$ cat config.mk
export PLATFORM = sky130hd
export DESIGN_NAME = dpc_channel
export DESIGN_NICKNAME = d
export VERILOG_FILES = /design/src/rtl/dpc_pkg.sv /design/src/rtl/dpc_channel.sv
export SDC_FILE = /design/constraint.sdc
export NUM_CORES = 1
export LEC_CHECK = 0
export ABC_AREA = 1
export BUFFER_PORTS_ARGS = -buffer_cell sky130_fd_sc_hd__buf_2
export CAP_MARGIN = 20
export CORE_MARGIN = 4
export CORE_UTILIZATION = 40
export DETAILED_ROUTE_END_ITERATION = 7
export GPL_TIMING_DRIVEN = 0
export PLACE_DENSITY = 0.67
export SYNTH_ARGS = -nofsm -noshare
export SYNTH_HDL_FRONTEND = slang
export SYNTH_SLANG_ARGS = --single-unit
$ cat constraint.sdc
create_clock -name clock_in -period 1.9 [get_ports clock_in]
set_input_delay 0.38 -clock clock_in [delete_from_list [all_inputs] [get_ports clock_in]]
set_output_delay 0.38 -clock clock_in [all_outputs]
set_load 0.1 [all_outputs]
$ cat src/rtl/dpc_pkg.sv
package dpc_pkg;

	// ============================================================
	// Task codes of the cyclic parameter area.
	localparam logic [3:0] TC_NONE       = 4'h0;
	localparam logic [3:0] TC_RD_ELEM    = 4'h6;
	localparam logic [3:0] TC_WR_ELEM_W  = 4'h7;
	localparam logic [3:0] TC_WR_ELEM_D  = 4'h8;
	localparam logic [3:0] TC_RSP_WORD   = 4'h4;
	localparam logic [3:0] TC_RSP_DWORD  = 4'h5;
	localparam logic [3:0] TC_RSP_FAIL   = 4'h7;

	// ============================================================
	// Field positions of the request words.
	localparam int TC_MSB   = 15;
	localparam int TC_LSB   = 12;
	localparam int PN_MSB   = 11;
	localparam int GI_MSB   = 15;
	localparam int GI_LSB   = 8;

	// ============================================================
	// Acyclic channel addressing.
	localparam logic [7:0] ACY_SLOT  = 8'h00;
	localparam logic [7:0] ACY_INDEX = 8'h2F;

	// Acyclic answer kinds.
	localparam logic [1:0] ANS_ACK      = 2'h0;
	localparam logic [1:0] ANS_DP_ERR   = 2'h1;
	localparam logic [1:0] ANS_CONFLICT = 2'h2;
	localparam logic [1:0] ANS_RESULT   = 2'h3;

	// Acyclic message kinds.
	localparam logic [1:0] MSG_INIT  = 2'h0;
	localparam logic [1:0] MSG_WRITE = 2'h1;
	localparam logic [1:0] MSG_READ  = 2'h2;
	localparam logic [1:0] MSG_ABORT = 2'h3;

	// ============================================================
	// Cyclic parameter message: four words.
	typedef struct packed {
		logic [15:0] w0;
		logic [15:0] w1;
		logic [15:0] w2;
		logic [15:0] w3;
	} dpc_msg_s;

	// Acyclic request from the master side.
	typedef struct packed {
		logic        valid;
		logic [1:0]  kind;
		logic [7:0]  slot;
		logic [7:0]  index;
		logic        is_read;
		logic        wr_ok;
		logic [15:0] pnum;
		logic [7:0]  group;
		logic        dword;
		logic [31:0] value;
	} dpc_acy_req_s;

	// Parameter store access.
	typedef struct packed {
		logic        valid;
		logic        write;
		logic        dword;
		logic [11:0] pnum;
		logic [7:0]  group;
		logic [31:0] wdata;
	} dpc_store_req_s;

	typedef enum logic [1:0] {ST_IDLE, ST_CYC, ST_ACY} dpc_state_e;

endpackage

$ cat src/rtl/dpc_channel.sv
`timescale 1ns/1ps
// Overview of operation
// Element read uses task code 6
// Group index sits in upper byte word1
// Word read success answers code 4
// Word element write uses task code 7
// Dword success answers code 5, upper first
// Dword element write uses code 8
// Master avoids access during inverter reinit
// Acyclic channel only slot 0 index 47
// Master opens class 2 channel first
// Only one open channel at once
// Master should close channel when done
// Master starts with write of instructions
// Valid write gets positive empty acknowledge
// Invalid write gets DP error answer
// Read results hold values or error numbers
// Change results empty unless error occurred
// Master polls with read requests
// Busy poll answers state conflict
// Finished poll answers result and data
// Group index used only for array tasks
// Result held until fetched once
module dpc_channel (
	input  wire logic                  clock_in,
	input  wire logic                  reset_n_in,
	input  wire dpc_pkg::dpc_msg_s     cyc_req_in,
	output dpc_pkg::dpc_msg_s          cyc_rsp_out,
	input  wire dpc_pkg::dpc_acy_req_s acy_req_in,
	input  wire logic                  acy_user_in,
	output logic                       acy_ans_valid_out,
	output logic [1:0]                 acy_ans_kind_out,
	output logic [31:0]                acy_ans_data_out,
	output logic                       acy_ans_err_out,
	output logic                       chan_open_out,
	output logic                       chan_user_out,
	output dpc_pkg::dpc_store_req_s    store_req_out,
	input  wire logic                  store_done_in,
	input  wire logic                  store_err_in,
	input  wire logic [15:0]           store_errno_in,
	input  wire logic [31:0]           store_rdata_in
);
	import dpc_pkg::*;

	// ============================================================
	// State of the engine.
	typedef struct packed {
		dpc_state_e     st;
		dpc_msg_s       last_req;
		dpc_msg_s       rsp;
		logic           open;
		logic           user;
		logic           pending;
		logic           ready;
		logic           acy_read;
		logic           ans_v;
		logic [1:0]     ans_k;
		logic [31:0]    ans_d;
		logic           ans_e;
		logic [31:0]    res_d;
		logic           res_e;
		dpc_store_req_s sreq;
	} dpc_state_s;

	dpc_state_s s_r;
	dpc_state_s s_nxt;
	logic [3:0] tc;
	logic       array_task;
	logic       addr_ok;

	assign tc         = cyc_req_in.w0[TC_MSB:TC_LSB];
	assign array_task = (tc == TC_RD_ELEM) || (tc == TC_WR_ELEM_W) || (tc == TC_WR_ELEM_D);
	assign addr_ok    = (acy_req_in.slot == ACY_SLOT) && (acy_req_in.index == ACY_INDEX);

	always_comb begin
		s_nxt            = s_r;
		s_nxt.ans_v      = 1'b0;
		s_nxt.sreq.valid = 1'b0;
		// Acyclic messages are handled in every state.
		if (acy_req_in.valid) begin
			s_nxt.ans_v = 1'b1;
			s_nxt.ans_d = 32'h0000_0000;
			s_nxt.ans_e = 1'b0;
			if (!addr_ok) begin
				s_nxt.ans_k = ANS_DP_ERR;
			end else if (acy_req_in.kind == MSG_INIT) begin
				if (s_r.open && s_r.user != acy_user_in) begin
					s_nxt.ans_k = ANS_DP_ERR;
				end else begin
					s_nxt.open  = 1'b1;
					s_nxt.user  = acy_user_in;
					s_nxt.ans_k = ANS_ACK;
				end
			end else if (!s_r.open || s_r.user != acy_user_in) begin
				s_nxt.ans_k = ANS_DP_ERR;
			end else if (acy_req_in.kind == MSG_ABORT) begin
				s_nxt.open  = 1'b0;
				s_nxt.ans_k = ANS_ACK;
			end else if (acy_req_in.kind == MSG_WRITE) begin
				if (!acy_req_in.wr_ok || s_r.pending || s_r.st != ST_IDLE) begin
					s_nxt.ans_k = ANS_DP_ERR;
				end else begin
					s_nxt.ans_k      = ANS_ACK;
					s_nxt.pending    = 1'b1;
					s_nxt.ready      = 1'b0;
					s_nxt.acy_read   = acy_req_in.is_read;
					s_nxt.st         = ST_ACY;
					s_nxt.sreq.valid = 1'b1;
					s_nxt.sreq.write = !acy_req_in.is_read;
					s_nxt.sreq.dword = acy_req_in.dword;
					s_nxt.sreq.pnum  = acy_req_in.pnum[PN_MSB:0];
					s_nxt.sreq.group = acy_req_in.group;
					s_nxt.sreq.wdata = acy_req_in.value;
				end
			end else if (s_r.pending && !s_r.ready) begin
				s_nxt.ans_k = ANS_CONFLICT;
			end else if (s_r.ready) begin
				s_nxt.ans_k   = ANS_RESULT;
				s_nxt.ans_d   = s_r.res_d;
				s_nxt.ans_e   = s_r.res_e;
				s_nxt.ready   = 1'b0;
				s_nxt.pending = 1'b0;
			end else begin
				s_nxt.ans_k = ANS_CONFLICT;
			end
		end
		case (s_r.st)
			ST_IDLE: begin
				// Cyclic requests are blocked while a class 2 channel is open.
				if (!s_r.open && cyc_req_in != s_r.last_req && array_task && !s_nxt.sreq.valid) begin
					s_nxt.last_req   = cyc_req_in;
					s_nxt.st         = ST_CYC;
					s_nxt.sreq.valid = 1'b1;
					s_nxt.sreq.write = (tc != TC_RD_ELEM);
					s_nxt.sreq.dword = (tc == TC_WR_ELEM_D);
					s_nxt.sreq.pnum  = cyc_req_in.w0[PN_MSB:0];
					s_nxt.sreq.group = cyc_req_in.w1[GI_MSB:GI_LSB];
					s_nxt.sreq.wdata = (tc == TC_WR_ELEM_D) ? {cyc_req_in.w2, cyc_req_in.w3}
					                                        : {16'h0000, cyc_req_in.w3};
				end
			end
			ST_CYC: begin
				if (store_done_in) begin
					s_nxt.st     = ST_IDLE;
					s_nxt.rsp.w1 = {s_r.sreq.group, 8'h00};
					if (store_err_in) begin
						s_nxt.rsp.w0 = {TC_RSP_FAIL, s_r.sreq.pnum};
						s_nxt.rsp.w2 = 16'h0000;
						s_nxt.rsp.w3 = store_errno_in;
					end else if (s_r.sreq.dword || (!s_r.sreq.write && store_rdata_in[31:16] != 16'h0000)) begin
						s_nxt.rsp.w0 = {TC_RSP_DWORD, s_r.sreq.pnum};
						s_nxt.rsp.w2 = s_r.sreq.write ? 16'h0000 : store_rdata_in[31:16];
						s_nxt.rsp.w3 = s_r.sreq.write ? 16'h0000 : store_rdata_in[15:0];
					end else begin
						s_nxt.rsp.w0 = {TC_RSP_WORD, s_r.sreq.pnum};
						s_nxt.rsp.w2 = 16'h0000;
						s_nxt.rsp.w3 = s_r.sreq.write ? 16'h0000 : store_rdata_in[15:0];
					end
				end
			end
			ST_ACY: begin
				if (store_done_in) begin
					s_nxt.st    = ST_IDLE;
					s_nxt.ready = 1'b1;
					s_nxt.res_e = store_err_in;
					if (s_r.acy_read) begin
						s_nxt.res_d = store_err_in ? {16'h0000, store_errno_in} : store_rdata_in;
					end else begin
						s_nxt.res_d = store_err_in ? {s_r.sreq.pnum[7:0], 8'h00, store_errno_in}
						                           : 32'h0000_0000;
					end
				end
			end
			default: begin
				s_nxt.st = ST_IDLE;
			end
		endcase
	end

	always_ff @(posedge clock_in or negedge reset_n_in) begin
		if (!reset_n_in) begin
			s_r    <= '0;
			s_r.st <= ST_IDLE;
		end else begin
			s_r <= s_nxt;
		end
	end

	assign cyc_rsp_out       = s_r.rsp;
	assign acy_ans_valid_out = s_r.ans_v;
	assign acy_ans_kind_out  = s_r.ans_k;
	assign acy_ans_data_out  = s_r.ans_d;
	assign acy_ans_err_out   = s_r.ans_e;
	assign chan_open_out     = s_r.open;
	assign chan_user_out     = s_r.user;
	assign store_req_out     = s_r.sreq;

	// ============================================================
	// Checks.
	busy_poll_a: assert property (@(posedge clock_in) disable iff (!reset_n_in)
		acy_req_in.valid && addr_ok && s_r.open && s_r.user == acy_user_in && acy_req_in.kind == MSG_READ
		&& s_r.pending && !s_r.ready |=> acy_ans_kind_out == ANS_CONFLICT)
		else $error("Busy poll did not answer conflict.");
	bad_addr_a: assert property (@(posedge clock_in) disable iff (!reset_n_in)
		acy_req_in.valid && !addr_ok |=> acy_ans_valid_out && acy_ans_kind_out == ANS_DP_ERR)
		else $error("Wrong slot or index accepted.");
	result_once_a: assert property (@(posedge clock_in) disable iff (!reset_n_in)
		acy_ans_valid_out && acy_ans_kind_out == ANS_RESULT |-> !s_r.ready)
		else $error("Result still pending after fetch.");
	ack_empty_a: assert property (@(posedge clock_in) disable iff (!reset_n_in)
		acy_ans_valid_out && acy_ans_kind_out == ANS_ACK |-> acy_ans_data_out == 32'h0000_0000)
		else $error("Acknowledge carried data.");
	word_rsp_a: assert property (@(posedge clock_in) disable iff (!reset_n_in)
		s_r.st == ST_CYC && store_done_in && !store_err_in && !s_r.sreq.dword && !s_r.sreq.write
		&& store_rdata_in[31:16] == 16'h0000 |=> cyc_rsp_out.w0[15:12] == TC_RSP_WORD && cyc_rsp_out.w2 == 16'h0000)
		else $error("Word answer malformed.");
	dword_rsp_a: assert property (@(posedge clock_in) disable iff (!reset_n_in)
		s_r.st == ST_CYC && store_done_in && !store_err_in && !s_r.sreq.write && store_rdata_in[31:16] != 16'h0000
		|=> cyc_rsp_out.w0[15:12] == TC_RSP_DWORD && cyc_rsp_out.w2 == $past(store_rdata_in[31:16]))
		else $error("Dword answer malformed.");
	group_echo_a: assert property (@(posedge clock_in) disable iff (!reset_n_in)
		s_r.st == ST_CYC && store_done_in |=> cyc_rsp_out.w1 == {$past(s_r.sreq.group), 8'h00})
		else $error("Group index not echoed.");
	array_only_a: assert property (@(posedge clock_in) disable iff (!reset_n_in)
		s_r.st == ST_IDLE && !array_task && !acy_req_in.valid |=> !store_req_out.valid)
		else $error("Non-array task reached the store.");
	single_chan_a: assert property (@(posedge clock_in) disable iff (!reset_n_in)
		s_r.open && acy_req_in.valid && acy_user_in != s_r.user |=> acy_ans_kind_out == ANS_DP_ERR)
		else $error("Second user was not blocked.");

	// ============================================================
	// Checks of the acyclic channel.
	init_ack_a: assert property (@(posedge clock_in) disable iff (!reset_n_in)
		acy_req_in.valid && addr_ok && acy_req_in.kind == MSG_INIT && (!s_r.open || s_r.user == acy_user_in)
		|=> acy_ans_kind_out == ANS_ACK && chan_open_out && chan_user_out == $past(acy_user_in))
		else $error("Channel open was refused.");
	close_chan_a: assert property (@(posedge clock_in) disable iff (!reset_n_in)
		acy_req_in.valid && addr_ok && acy_req_in.kind == MSG_ABORT && s_r.open && s_r.user == acy_user_in
		|=> acy_ans_kind_out == ANS_ACK && !chan_open_out)
		else $error("Channel did not close.");
	closed_refuse_a: assert property (@(posedge clock_in) disable iff (!reset_n_in)
		acy_req_in.valid && addr_ok && acy_req_in.kind != MSG_INIT && !s_r.open
		|=> acy_ans_kind_out == ANS_DP_ERR)
		else $error("Message accepted on a closed channel.");
	write_ack_a: assert property (@(posedge clock_in) disable iff (!reset_n_in)
		acy_req_in.valid && addr_ok && s_r.open && s_r.user == acy_user_in && acy_req_in.kind == MSG_WRITE
		&& acy_req_in.wr_ok && !s_r.pending && s_r.st == ST_IDLE
		|=> acy_ans_kind_out == ANS_ACK && store_req_out.valid)
		else $error("Valid write was not acknowledged.");
	bad_write_a: assert property (@(posedge clock_in) disable iff (!reset_n_in)
		acy_req_in.valid && addr_ok && acy_req_in.kind == MSG_WRITE && !acy_req_in.wr_ok
		|=> acy_ans_kind_out == ANS_DP_ERR)
		else $error("Invalid write was acknowledged.");
	busy_write_a: assert property (@(posedge clock_in) disable iff (!reset_n_in)
		acy_req_in.valid && addr_ok && acy_req_in.kind == MSG_WRITE && s_r.pending
		|=> acy_ans_kind_out == ANS_DP_ERR)
		else $error("Write accepted while a result was pending.");
	ans_quiet_a: assert property (@(posedge clock_in) disable iff (!reset_n_in)
		!acy_req_in.valid |=> !acy_ans_valid_out)
		else $error("Answer without a request.");
	result_data_a: assert property (@(posedge clock_in) disable iff (!reset_n_in)
		acy_req_in.valid && addr_ok && s_r.open && s_r.user == acy_user_in && acy_req_in.kind == MSG_READ
		&& s_r.ready |=> acy_ans_kind_out == ANS_RESULT && acy_ans_data_out == $past(s_r.res_d)
		&& acy_ans_err_out == $past(s_r.res_e))
		else $error("Result answer did not carry the result.");
	no_result_a: assert property (@(posedge clock_in) disable iff (!reset_n_in)
		acy_req_in.valid && addr_ok && s_r.open && s_r.user == acy_user_in && acy_req_in.kind == MSG_READ
		&& !s_r.ready |=> acy_ans_kind_out == ANS_CONFLICT)
		else $error("Poll without a result did not answer conflict.");
	plain_answer_a: assert property (@(posedge clock_in) disable iff (!reset_n_in)
		acy_ans_valid_out && acy_ans_kind_out != ANS_RESULT
		|-> acy_ans_data_out == 32'h0000_0000 && !acy_ans_err_out)
		else $error("Answer without result carried data.");
	ready_set_a: assert property (@(posedge clock_in) disable iff (!reset_n_in)
		s_r.st == ST_ACY && store_done_in |=> s_r.ready && s_r.st == ST_IDLE)
		else $error("Finished instruction did not make a result ready.");
	read_value_a: assert property (@(posedge clock_in) disable iff (!reset_n_in)
		s_r.st == ST_ACY && store_done_in && s_r.acy_read && !store_err_in
		|=> s_r.res_d == $past(store_rdata_in))
		else $error("Read result lost the value.");
	read_errno_a: assert property (@(posedge clock_in) disable iff (!reset_n_in)
		s_r.st == ST_ACY && store_done_in && s_r.acy_read && store_err_in
		|=> s_r.res_e && s_r.res_d[15:0] == $past(store_errno_in))
		else $error("Failed read did not hold the error number.");
	change_clean_a: assert property (@(posedge clock_in) disable iff (!reset_n_in)
		s_r.st == ST_ACY && store_done_in && !s_r.acy_read && !store_err_in
		|=> s_r.res_d == 32'h0000_0000 && !s_r.res_e)
		else $error("Clean change produced result data.");
	change_err_a: assert property (@(posedge clock_in) disable iff (!reset_n_in)
		s_r.st == ST_ACY && store_done_in && !s_r.acy_read && store_err_in
		|=> s_r.res_e && s_r.res_d[15:0] == $past(store_errno_in))
		else $error("Failed change did not hold the error number.");

	// ============================================================
	// Checks of the cyclic area.
	rd_take_a: assert property (@(posedge clock_in) disable iff (!reset_n_in)
		s_r.st == ST_IDLE && !s_r.open && !acy_req_in.valid && cyc_req_in != s_r.last_req
		&& tc == TC_RD_ELEM |=> store_req_out.valid && !store_req_out.write
		&& store_req_out.pnum == $past(cyc_req_in.w0[PN_MSB:0]))
		else $error("Element read not passed to the store.");
	word_take_a: assert property (@(posedge clock_in) disable iff (!reset_n_in)
		s_r.st == ST_IDLE && !s_r.open && !acy_req_in.valid && cyc_req_in != s_r.last_req
		&& tc == TC_WR_ELEM_W |=> store_req_out.valid && store_req_out.write && !store_req_out.dword
		&& store_req_out.wdata == {16'h0000, $past(cyc_req_in.w3)})
		else $error("Word element write malformed.");
	dword_take_a: assert property (@(posedge clock_in) disable iff (!reset_n_in)
		s_r.st == ST_IDLE && !s_r.open && !acy_req_in.valid && cyc_req_in != s_r.last_req
		&& tc == TC_WR_ELEM_D |=> store_req_out.valid && store_req_out.write && store_req_out.dword
		&& store_req_out.wdata == {$past(cyc_req_in.w2), $past(cyc_req_in.w3)})
		else $error("Dword element write malformed.");
	group_take_a: assert property (@(posedge clock_in) disable iff (!reset_n_in)
		s_r.st == ST_IDLE && !s_r.open && !acy_req_in.valid && cyc_req_in != s_r.last_req
		&& array_task |=> store_req_out.group == $past(cyc_req_in.w1[GI_MSB:GI_LSB]))
		else $error("Group index not taken from the upper byte.");
	open_block_a: assert property (@(posedge clock_in) disable iff (!reset_n_in)
		s_r.open && !acy_req_in.valid |=> !store_req_out.valid)
		else $error("Store reached while the channel was open.");
	pnum_echo_a: assert property (@(posedge clock_in) disable iff (!reset_n_in)
		s_r.st == ST_CYC && store_done_in |=> cyc_rsp_out.w0[PN_MSB:0] == $past(s_r.sreq.pnum))
		else $error("Parameter number not echoed.");
	write_rsp_a: assert property (@(posedge clock_in) disable iff (!reset_n_in)
		s_r.st == ST_CYC && store_done_in && !store_err_in && s_r.sreq.write
		|=> cyc_rsp_out.w2 == 16'h0000 && cyc_rsp_out.w3 == 16'h0000)
		else $error("Write answer carried a value.");
	dword_low_a: assert property (@(posedge clock_in) disable iff (!reset_n_in)
		s_r.st == ST_CYC && store_done_in && !store_err_in && !s_r.sreq.write && store_rdata_in[31:16] != 16'h0000
		|=> cyc_rsp_out.w3 == $past(store_rdata_in[15:0]))
		else $error("Dword answer lower half wrong.");
	fail_rsp_a: assert property (@(posedge clock_in) disable iff (!reset_n_in)
		s_r.st == ST_CYC && store_done_in && store_err_in
		|=> cyc_rsp_out.w0[TC_MSB:TC_LSB] == TC_RSP_FAIL && cyc_rsp_out.w3 == $past(store_errno_in))
		else $error("Failed access did not report its error number.");
	cv_write_c: cover property (@(posedge clock_in) acy_ans_valid_out && acy_ans_kind_out == ANS_ACK);
	cv_result_c: cover property (@(posedge clock_in) acy_ans_valid_out && acy_ans_kind_out == ANS_RESULT);
	cv_conflict_c: cover property (@(posedge clock_in) acy_ans_valid_out && acy_ans_kind_out == ANS_CONFLICT);
	cv_cyclic_c: cover property (@(posedge clock_in) s_r.st == ST_CYC && store_done_in);
	cv_close_c: cover property (@(posedge clock_in) $fell(chan_open_out));

endmodule

==> reports/qor.yml, run 1 <==
run_status:
  status: "finished, violations left"
  violations: "setup timing"
timing:
  slew_viol_final: 0
  finalSetupViolations: 2
  tightest_slew_ns: 0.645
  fin_ws_ns: -0.00721
  hold_violations: 0
  min_period_ns: 1.91
  finClkSkew_ns: 0.00870
  tns_ns: -0.0122
  slew_headroom_pct: 57.0
  hold_slack_ns: 0.111
  fmaxAchievable_mhz: 524
  period_share_pct: 100
  rsz0062_at_grt: "yes"
setup_path:
  cp_cell_sequence: "nor2_1 > nor2_1 > nor2_1 > nand2_1 > nor2_4 > nand2_2 > nor2_4 > nand2_4 > nand3_4 > clkbuf_16 > buf_8 > nand2_1 > nand2_1"
  cp.depth: 13
  critPathCapture: "store_req_out[36]$_DFF_PN0_"
  r2r_cells: 13
  reg2reg_slack_ns: -0.007
  critPathCaptureType: "flop"
  cp.arrival_ns: 2.38
  critPathKind: "reg -> reg"
  cpMaxStageDelayCell: "dfrtp_1"
  startpoint: "s_r[206]$_DFFE_PN0P_"
  r2r_end: "store_req_out[36]$_DFF_PN0_"
  crit_buf_inv: 2
  cpPeakStageDelay_ns: 0.42
  timing.rr.start: "s_r[206]$_DFFE_PN0P_"
  worstPathRequired_ns: 2.37
  path_max_fanout: 10
  crit_path_start_kind: "flop"
  crit_family: "simple AND/OR/NAND/NOR gates"
finish:
  nets: 2362
  area_delta_synth_final_pct: 29.9
  fin_util_pct: 53.0
  fillers: 3219
  drive_above_1_share_pct: 30.8
floorplanning:
  row_count: 66
  ios: 352
  die-area_um2: 36400
  die_w_um: 191
  initial_core_util_pct: 40.8
  core_um2: 32800
  die_h_um: 191
power_and_ir_drop:
  peakVddDrop_mv: 1.38
  power_density_nw_per_um2: 1630
  p_total_mw: 28.3
  cellLeakagePower_nw: 9.98
global_route:
  antenna_found_initial: 17
  grt_pass1_vias: 12334
  gr-total-overflow: 0
  grt_pass1_wl_mm: 66.0
  grt_max_degree: 111
  grt_use_total_pct: 22.6
synth:
  syn_area_um2: 13400
  yosysSeqAreaShare_pct: 46.8
  synth_top_area_share_pct: 46.8
  synth_edf_count: 0
  synth_commonest_cells: "nand2_1 (660), dfrtp_1 (250), inv_1 (195)"
  yosysWarnings: 0
  synth.top_cells.by_area: "dfrtp_1 (47%), nand2_1 (19%), buf_4 (9.3%), inv_1 (5.5%), nand4_1 (4.3%)"
  yosysMostFrequentCell: "nand2_1"
  synth_cell_types: 33
  syn-instance-count: 1772
  ys.flop_type: "dfrtp_1"
  yosys.area.top_type: "dfrtp_1"
  ys_ff_latch: 250
  syn_area_per_cell_um2: 7.55
  async_flop_share_pct: 100
clock_network:
  clk_latency_ns: 0.54
  clk_path_buf_depth: 3
  htreeDepth: 1
  cts_made_buffers: 28
  numClockSinks: 250
  cts_tree: "done"
  clkTransAtPathRegs_ns: 0.06
  ctsRootBufferMaster: "clkbuf_16"
detailed_routing:
  drtIter0Drc: 813
  vias: 12566
  drc_errors: 0
  vias_per_cell: 4.77
  wire_per_inst_um: 16.4
  ant_nets: 0
  drt_wl_total_mm: 43.2
  dr.pass1.iters: 5
min_path:
  worstHoldStart: "acy_user_in"
  hold_depth: 3
  hold_class: "in -> reg"
place:
  gp_congestion: 0.896
  hpwl_mm: 32.1
  port_buffers: 338
  pre_cts_slack_ns: -0.875
flow_run:
  drv_cap: 0
[sequential cells by signal (all words and copies together), names as in the netlist]
| register | count |
|---|---|
| store_req_out | 55 |
| acy_ans_valid_out | 1 |
| chan_open_out | 1 |
| cyc_rsp_out | 55 |
| acy_ans_kind_out | 2 |
| s_r | 102 |
| acy_ans_data_out | 32 |
| chan_user_out | 1 |
| acy_ans_err_out | 1 |
[repair_timing]
item                       CTS  global route
hold endpoints to repair    81             0
setup buffers                3             3
cloned                       1             4
pin swaps                    5            11
hold buffers                 2             0
gates resized for setup     63           110
setup endpoints to repair  226           249
[layer usage]
metal / wire length (um) / up-vias / track usage, %
met3: 3260 / 92 / 5.64
met2: 20900 / 377 / 38.8
met1: 17800 / 5854 / 28.6
met5: 157 / - / 0
met4: 1090 / 24 / 6.16
li1: - / 6219 / -
[stage by stage]
stage	instance area, um^2	instances
finish	17400	2632
global route	17400	2631
CTS	16900	2620
detailed placement	15700	2562
global placement	15700	2560
floorplan	13400	1780
[cell families (layout without fill, tap and decap cells)]
group	Yosys count	after routing	share of synthesized area [%]
adders and majority gates	4	4	0.374
xor gates and xnor gates	11	11	0.720
and+or+nand+nor	946	947	29.3
AOI/OAI and AO/OA	123	123	5.65
buffers and inverters	437	841	17.1
DFF	250	250	46.8
other	1	14	0.0280
[placed cells by master, fill, tap and decap left out, types with 9 or more instances in the layout]
cell	count
nand2_1	618
buf_2	337
dfrtp_1	248
inv_1	193
buf_4	176
nor2_1	103
nand4_1	92
nand3_1	64
o22ai_1	40
nand2_2	33
clkbuf_1	33
o21ai_0	33
clkbuf_16	33
o221ai_1	17
a31oi_1	16
clkbuf_2	13
a21oi_1	13
nand2_4	11
xor2_1	10
clkinv_2	10
buf_12	9
conb_1	9
[where the power goes]
part / switching (mW) / total, mW / leakage, nW / internal [mW]
combinational: 10.5 / 14.2 / 6.32 / 3.68
sequential: 1.24 / 8.31 / 3.17 / 7.07
clock: 2.28 / 5.79 / 0.490 / 3.51
total: 14.1 / 28.3 / 9.98 / 14.3
[area by class of cell]
type	count	area, um^2	area share [%]
multi-input cells	1094	5100	29.4
clock inverters	14	173	0.994
flip-flops and latches	250	6260	36.1
inverters	199	748	4.31
diodes	5	12.5	0.0721
clock buffers	38	810	4.66
repair buffers	352	1980	11.4
well taps	442	553	3.18
plain buffers	238	1720	9.92
[how the worst min path moves through the flow]
stage,endpoint,slack (ns)
after floorplan,acy_ans_data_out[0]$_DFFE_PN0P_,0.08
after global placement,cyc_rsp_out[62]$_DFFE_PN0P_,0.46
after detailed placement,acy_ans_data_out[0]$_DFFE_PN0P_,0.42
after CTS,cyc_rsp_out[8]$_DFFE_PN0P_,0.08
after global routing,s_r[223]$_DFFE_PN0P_,0.09
final,chan_user_out$_DFFE_PN0P_,0.11
[tightest hold or removal path: cells and delay by family]
| kind | cells | cell delay [ns] |
|---|---|---|
| and+or+nand+nor | 2 | 0.13 |
| buffers and inverters | 1 | 0.10 |
No activity file was read; power rests on OpenSTA's default activity.
==> run 2, diff against run 1 <==
Settings changed: CORE_MARGIN 4 to unset.
==> run 2 against run 1 <==
Effect of this change:
- the run still ends with setup timing left
- first-iteration DRC count shrank 8.2%
- design area increased by 0.55%
- clock power hardly changed
- power decreased by 0.28%
- clock skew about the same
- non-clock buffer count is 8 higher
- count of clock-buffer cells in the layout up 6
- final cell count is 0.53% higher
- largest power group unchanged
==> reports/qor.yml, run 2 (synthesis results as in run 1) <==
place:
  dp_cells: 2562  # unchanged
  hpwl_mm: 30.7  # was 32.1 mm
  port_buffers: 338  # unchanged
  dpl_cell_area_um2: 15700  # unchanged
  gp_congestion: 0.909  # was 0.896
  pre_cts_slack_ns: -0.947  # was -0.875 ns
clock_network:
  clk_path_buf_depth: 3  # unchanged
  cts_made_buffers: 29  # was 28
  ctsRootBufferMaster: "clkbuf_16"  # unchanged
  cts_tree: "done"  # unchanged
  numClockSinks: 250  # unchanged
  clk_latency_ns: 0.55  # was 0.54 ns
  clkTransAtPathRegs_ns: 0.06  # about the same
  htreeDepth: 1  # unchanged
finish:
  drive_above_1_share_pct: 31.1  # was 30.8%
  nets: 2371  # was 2,362
  mostFrequentLayoutCells: "nand2_1 (613), buf_2 (338), dfrtp_1 (248), inv_1 (193), buf_4 (179)"  # was nand2_1 (618), buf_2 (337), dfrtp_1 (248), inv_1 (193), buf_4 (176)
  fin_cells: 2646  # was 2,632
  fin_area_um2: 17500  # was 17,400 um^2
  area_delta_synth_final_pct: 30.6  # was 29.9%
  final_common_cell: "nand2_1"  # unchanged
  largest_reg_flops: 102  # unchanged
  regMostFlops: "s_r"  # unchanged
  fin_util_pct: 53.4  # was 53.0%
detailed_routing:
  drc_errors: 0  # unchanged
  ant_nets: 0  # unchanged
  vias_per_cell: 4.76  # was 4.77
  dr.pass1.iters: 5  # unchanged
  vias: 12599  # was 12,566
  wire_per_inst_um: 15.9  # was 16.4 um
  drtIter0Drc: 746  # was 813
  drt_wl_total_mm: 42.1  # was 43.2 mm
setup_path:
  path_max_fanout: 6  # was 10
  reg2reg_slack_ns: -0.03  # was -0.007 ns
  cpMaxStageDelayCell: "dfrtp_1"  # unchanged
  crit_path_frequent_cell: "nand2_1"
  r2r_cells: 12  # was 13
  critPathKind: "reg -> reg"  # unchanged
  r2r_end: "store_req_out[3]$_DFF_PN0_"  # was store_req_out[36]$_DFF_PN0_
  timing.rr.start: "s_r[199]$_DFFE_PN0P_"  # was s_r[206]$_DFFE_PN0P_
  cpPeakStageDelay_ns: 0.39  # was 0.42 ns
  crit_family: "simple AND/OR/NAND/NOR gates"  # unchanged
  crit_path_start_kind: "flop"  # unchanged
  startpoint: "s_r[199]$_DFFE_PN0P_"  # was s_r[206]$_DFFE_PN0P_
  cp.arrival_ns: 2.41  # was 2.38 ns
  critPathCaptureType: "flop"  # unchanged
  cp_cell_sequence: "xor2_1 > nor2_1 > nand2_1 > nor2_4 > nand2_2 > nor2_4 > nand2_4 > nand3_4 > clkbuf_16 > clkbuf_16 > nand2_1 > nand2_1"  # was nor2_1 > nor2_1 > nor2_1 > nand2_1 > nor2_4 > nand2_2 > nor2_4 > nand2_4 > nand3_4 > clkbuf_16 > buf_8 > nand2_1 > nand2_1
  crit_buf_inv: 2  # unchanged
  worstPathRequired_ns: 2.39  # was 2.37 ns
timing:
  fin_ws_ns: -0.0269  # was -0.00721 ns
  hold_slack_ns: 0.0864  # was 0.111 ns
  tightest_slew_ns: 0.669  # was 0.645 ns
  finalSetupViolations: 16  # was 2
  rsz0062_at_grt: "yes"  # unchanged
  hold_violations: 0  # unchanged
  fmaxAchievable_mhz: 519  # was 524 MHz
  min_period_ns: 1.93  # was 1.91 ns
  period_share_pct: 101  # was 100%
  finClkSkew_ns: 0.00913  # was 0.00870 ns
  slew_viol_final: 0  # unchanged
  tns_ns: -0.156  # was -0.0122 ns
  slew_headroom_pct: 55.4  # was 57.0%
global_route:
  grt_pass1_vias: 11993  # was 12,334
  grt_max_degree: 112  # was 111
  gr-total-overflow: 0  # unchanged
  antenna_found_initial: 15  # was 17
  grt_pass1_wl_mm: 63.3  # was 66.0 mm
  grt_use_total_pct: 23.8  # was 22.6%
floorplanning:
  core_um2: 32700  # was 32,800 um^2
  die_w_um: 185  # was 191 um
  die-area_um2: 34200  # was 36,400 um^2
  initial_core_util_pct: 40.9  # was 40.8%
  die_h_um: 185  # was 191 um
  ios: 352  # unchanged
  row_count: 66  # unchanged
flow_run:
  drv_cap: 0  # unchanged
min_path:
  hold_class: "in -> reg"  # unchanged
  hold_depth: 3  # unchanged
  worstHoldEndpoint: "cyc_rsp_out[10]$_DFFE_PN0P_"  # was chan_user_out$_DFFE_PN0P_
  worstHoldStart: "store_rdata_in[10]"  # was acy_user_in
run_status:
  status: "finished, violations left"  # unchanged
  violations: "setup timing"  # unchanged
power_and_ir_drop:
  power_density_nw_per_um2: 1620  # was 1630 nW/um^2
  peakVddDrop_mv: 1.31  # was 1.38 mV
  cellLeakagePower_nw: 10.0  # was 9.98 nW
  p_total_mw: 28.3  # about the same
[run 2: changes by cell type in the layout (fill, tap and decap cells not counted), moves of 3 or more]
cell,before,now
nor2_1,103,106
clkinv_2,10,5
nand2_4,11,6
clkbuf_8,5,10
clkbuf_16,33,36
buf_8,4,7
diode_2,5,9
nand2_2,33,43
buf_4,176,179
nand2_1,618,613
[run 2: final cells by class]
type                    instances  area, um^2
fillers                      3167       15200
flip-flops and latches        250        6260
multi-input cells            1094        5080
repair buffers                360        2090
plain buffers                 238        1710
clock buffers                  44         882
inverters                     199         748
well taps                     442         553
clock inverters                10         113
diodes                          9        22.5
[run 2: routing by layer]
metal / share of wire [%] / vias up / wire length, um / global-route usage (%)
met1: 41 / 5822 / 17200 / 29.5
met5: 0.23 / - / 95 / 0
met2: 48 / 432 / 20200 / 40.7
met4: 2.8 / 14 / 1180 / 7.54
met3: 8.1 / 79 / 3400 / 5.82
li1: - / 6252 / - / -
[run 2: worst register-to-register path: stages, from the launching register on]
cell and delay (ns):
dfrtp_1 0.39, xor2_1 0.17, nor2_1 0.10, nand2_1 0.11
nor2_4 0.14, nand2_2 0.07, nor2_4 0.14, nand2_4 0.11
nand3_4 0.14, clkbuf_16 0.21, clkbuf_16 0.16, nand2_1 0.05
nand2_1 0.06
[run 2: power breakdown]
part / switching (mW) / total, mW / internal [mW]
logic: 10.5 / 14.2 / 3.68
clock network: 2.33 / 5.79 / 3.46
registers: 1.20 / 8.27 / 7.07
[run 2: worst max path at each step]
stage | to | slack, ns | cells after the start
2_1_floorplan | store_req_out[35]$_DFF_PN0_ | 0.07 | 9
3_3_place_gp | chan_user_out$_DFFE_PN0P_ | -5.22 | 1
3_5_place_dp | store_req_out[32]$_DFF_PN0_ | -0.95 | 11
4_1_cts | store_req_out[33]$_DFF_PN0_ | 0.0005 | 10
5_1_grt | store_req_out[1]$_DFF_PN0_ | -0.12 | 12
6_report | store_req_out[3]$_DFF_PN0_ | -0.03 | 12
[run 2: timing repair]
action	4_1_cts	5_1_grt
gates resized for setup	58	104
endpoints found under the hold margin	32	0
endpoints found under the setup margin	224	194
pin swaps	3	26
cloned	1	8
hold buffers	2	0
buffers inserted	6	4
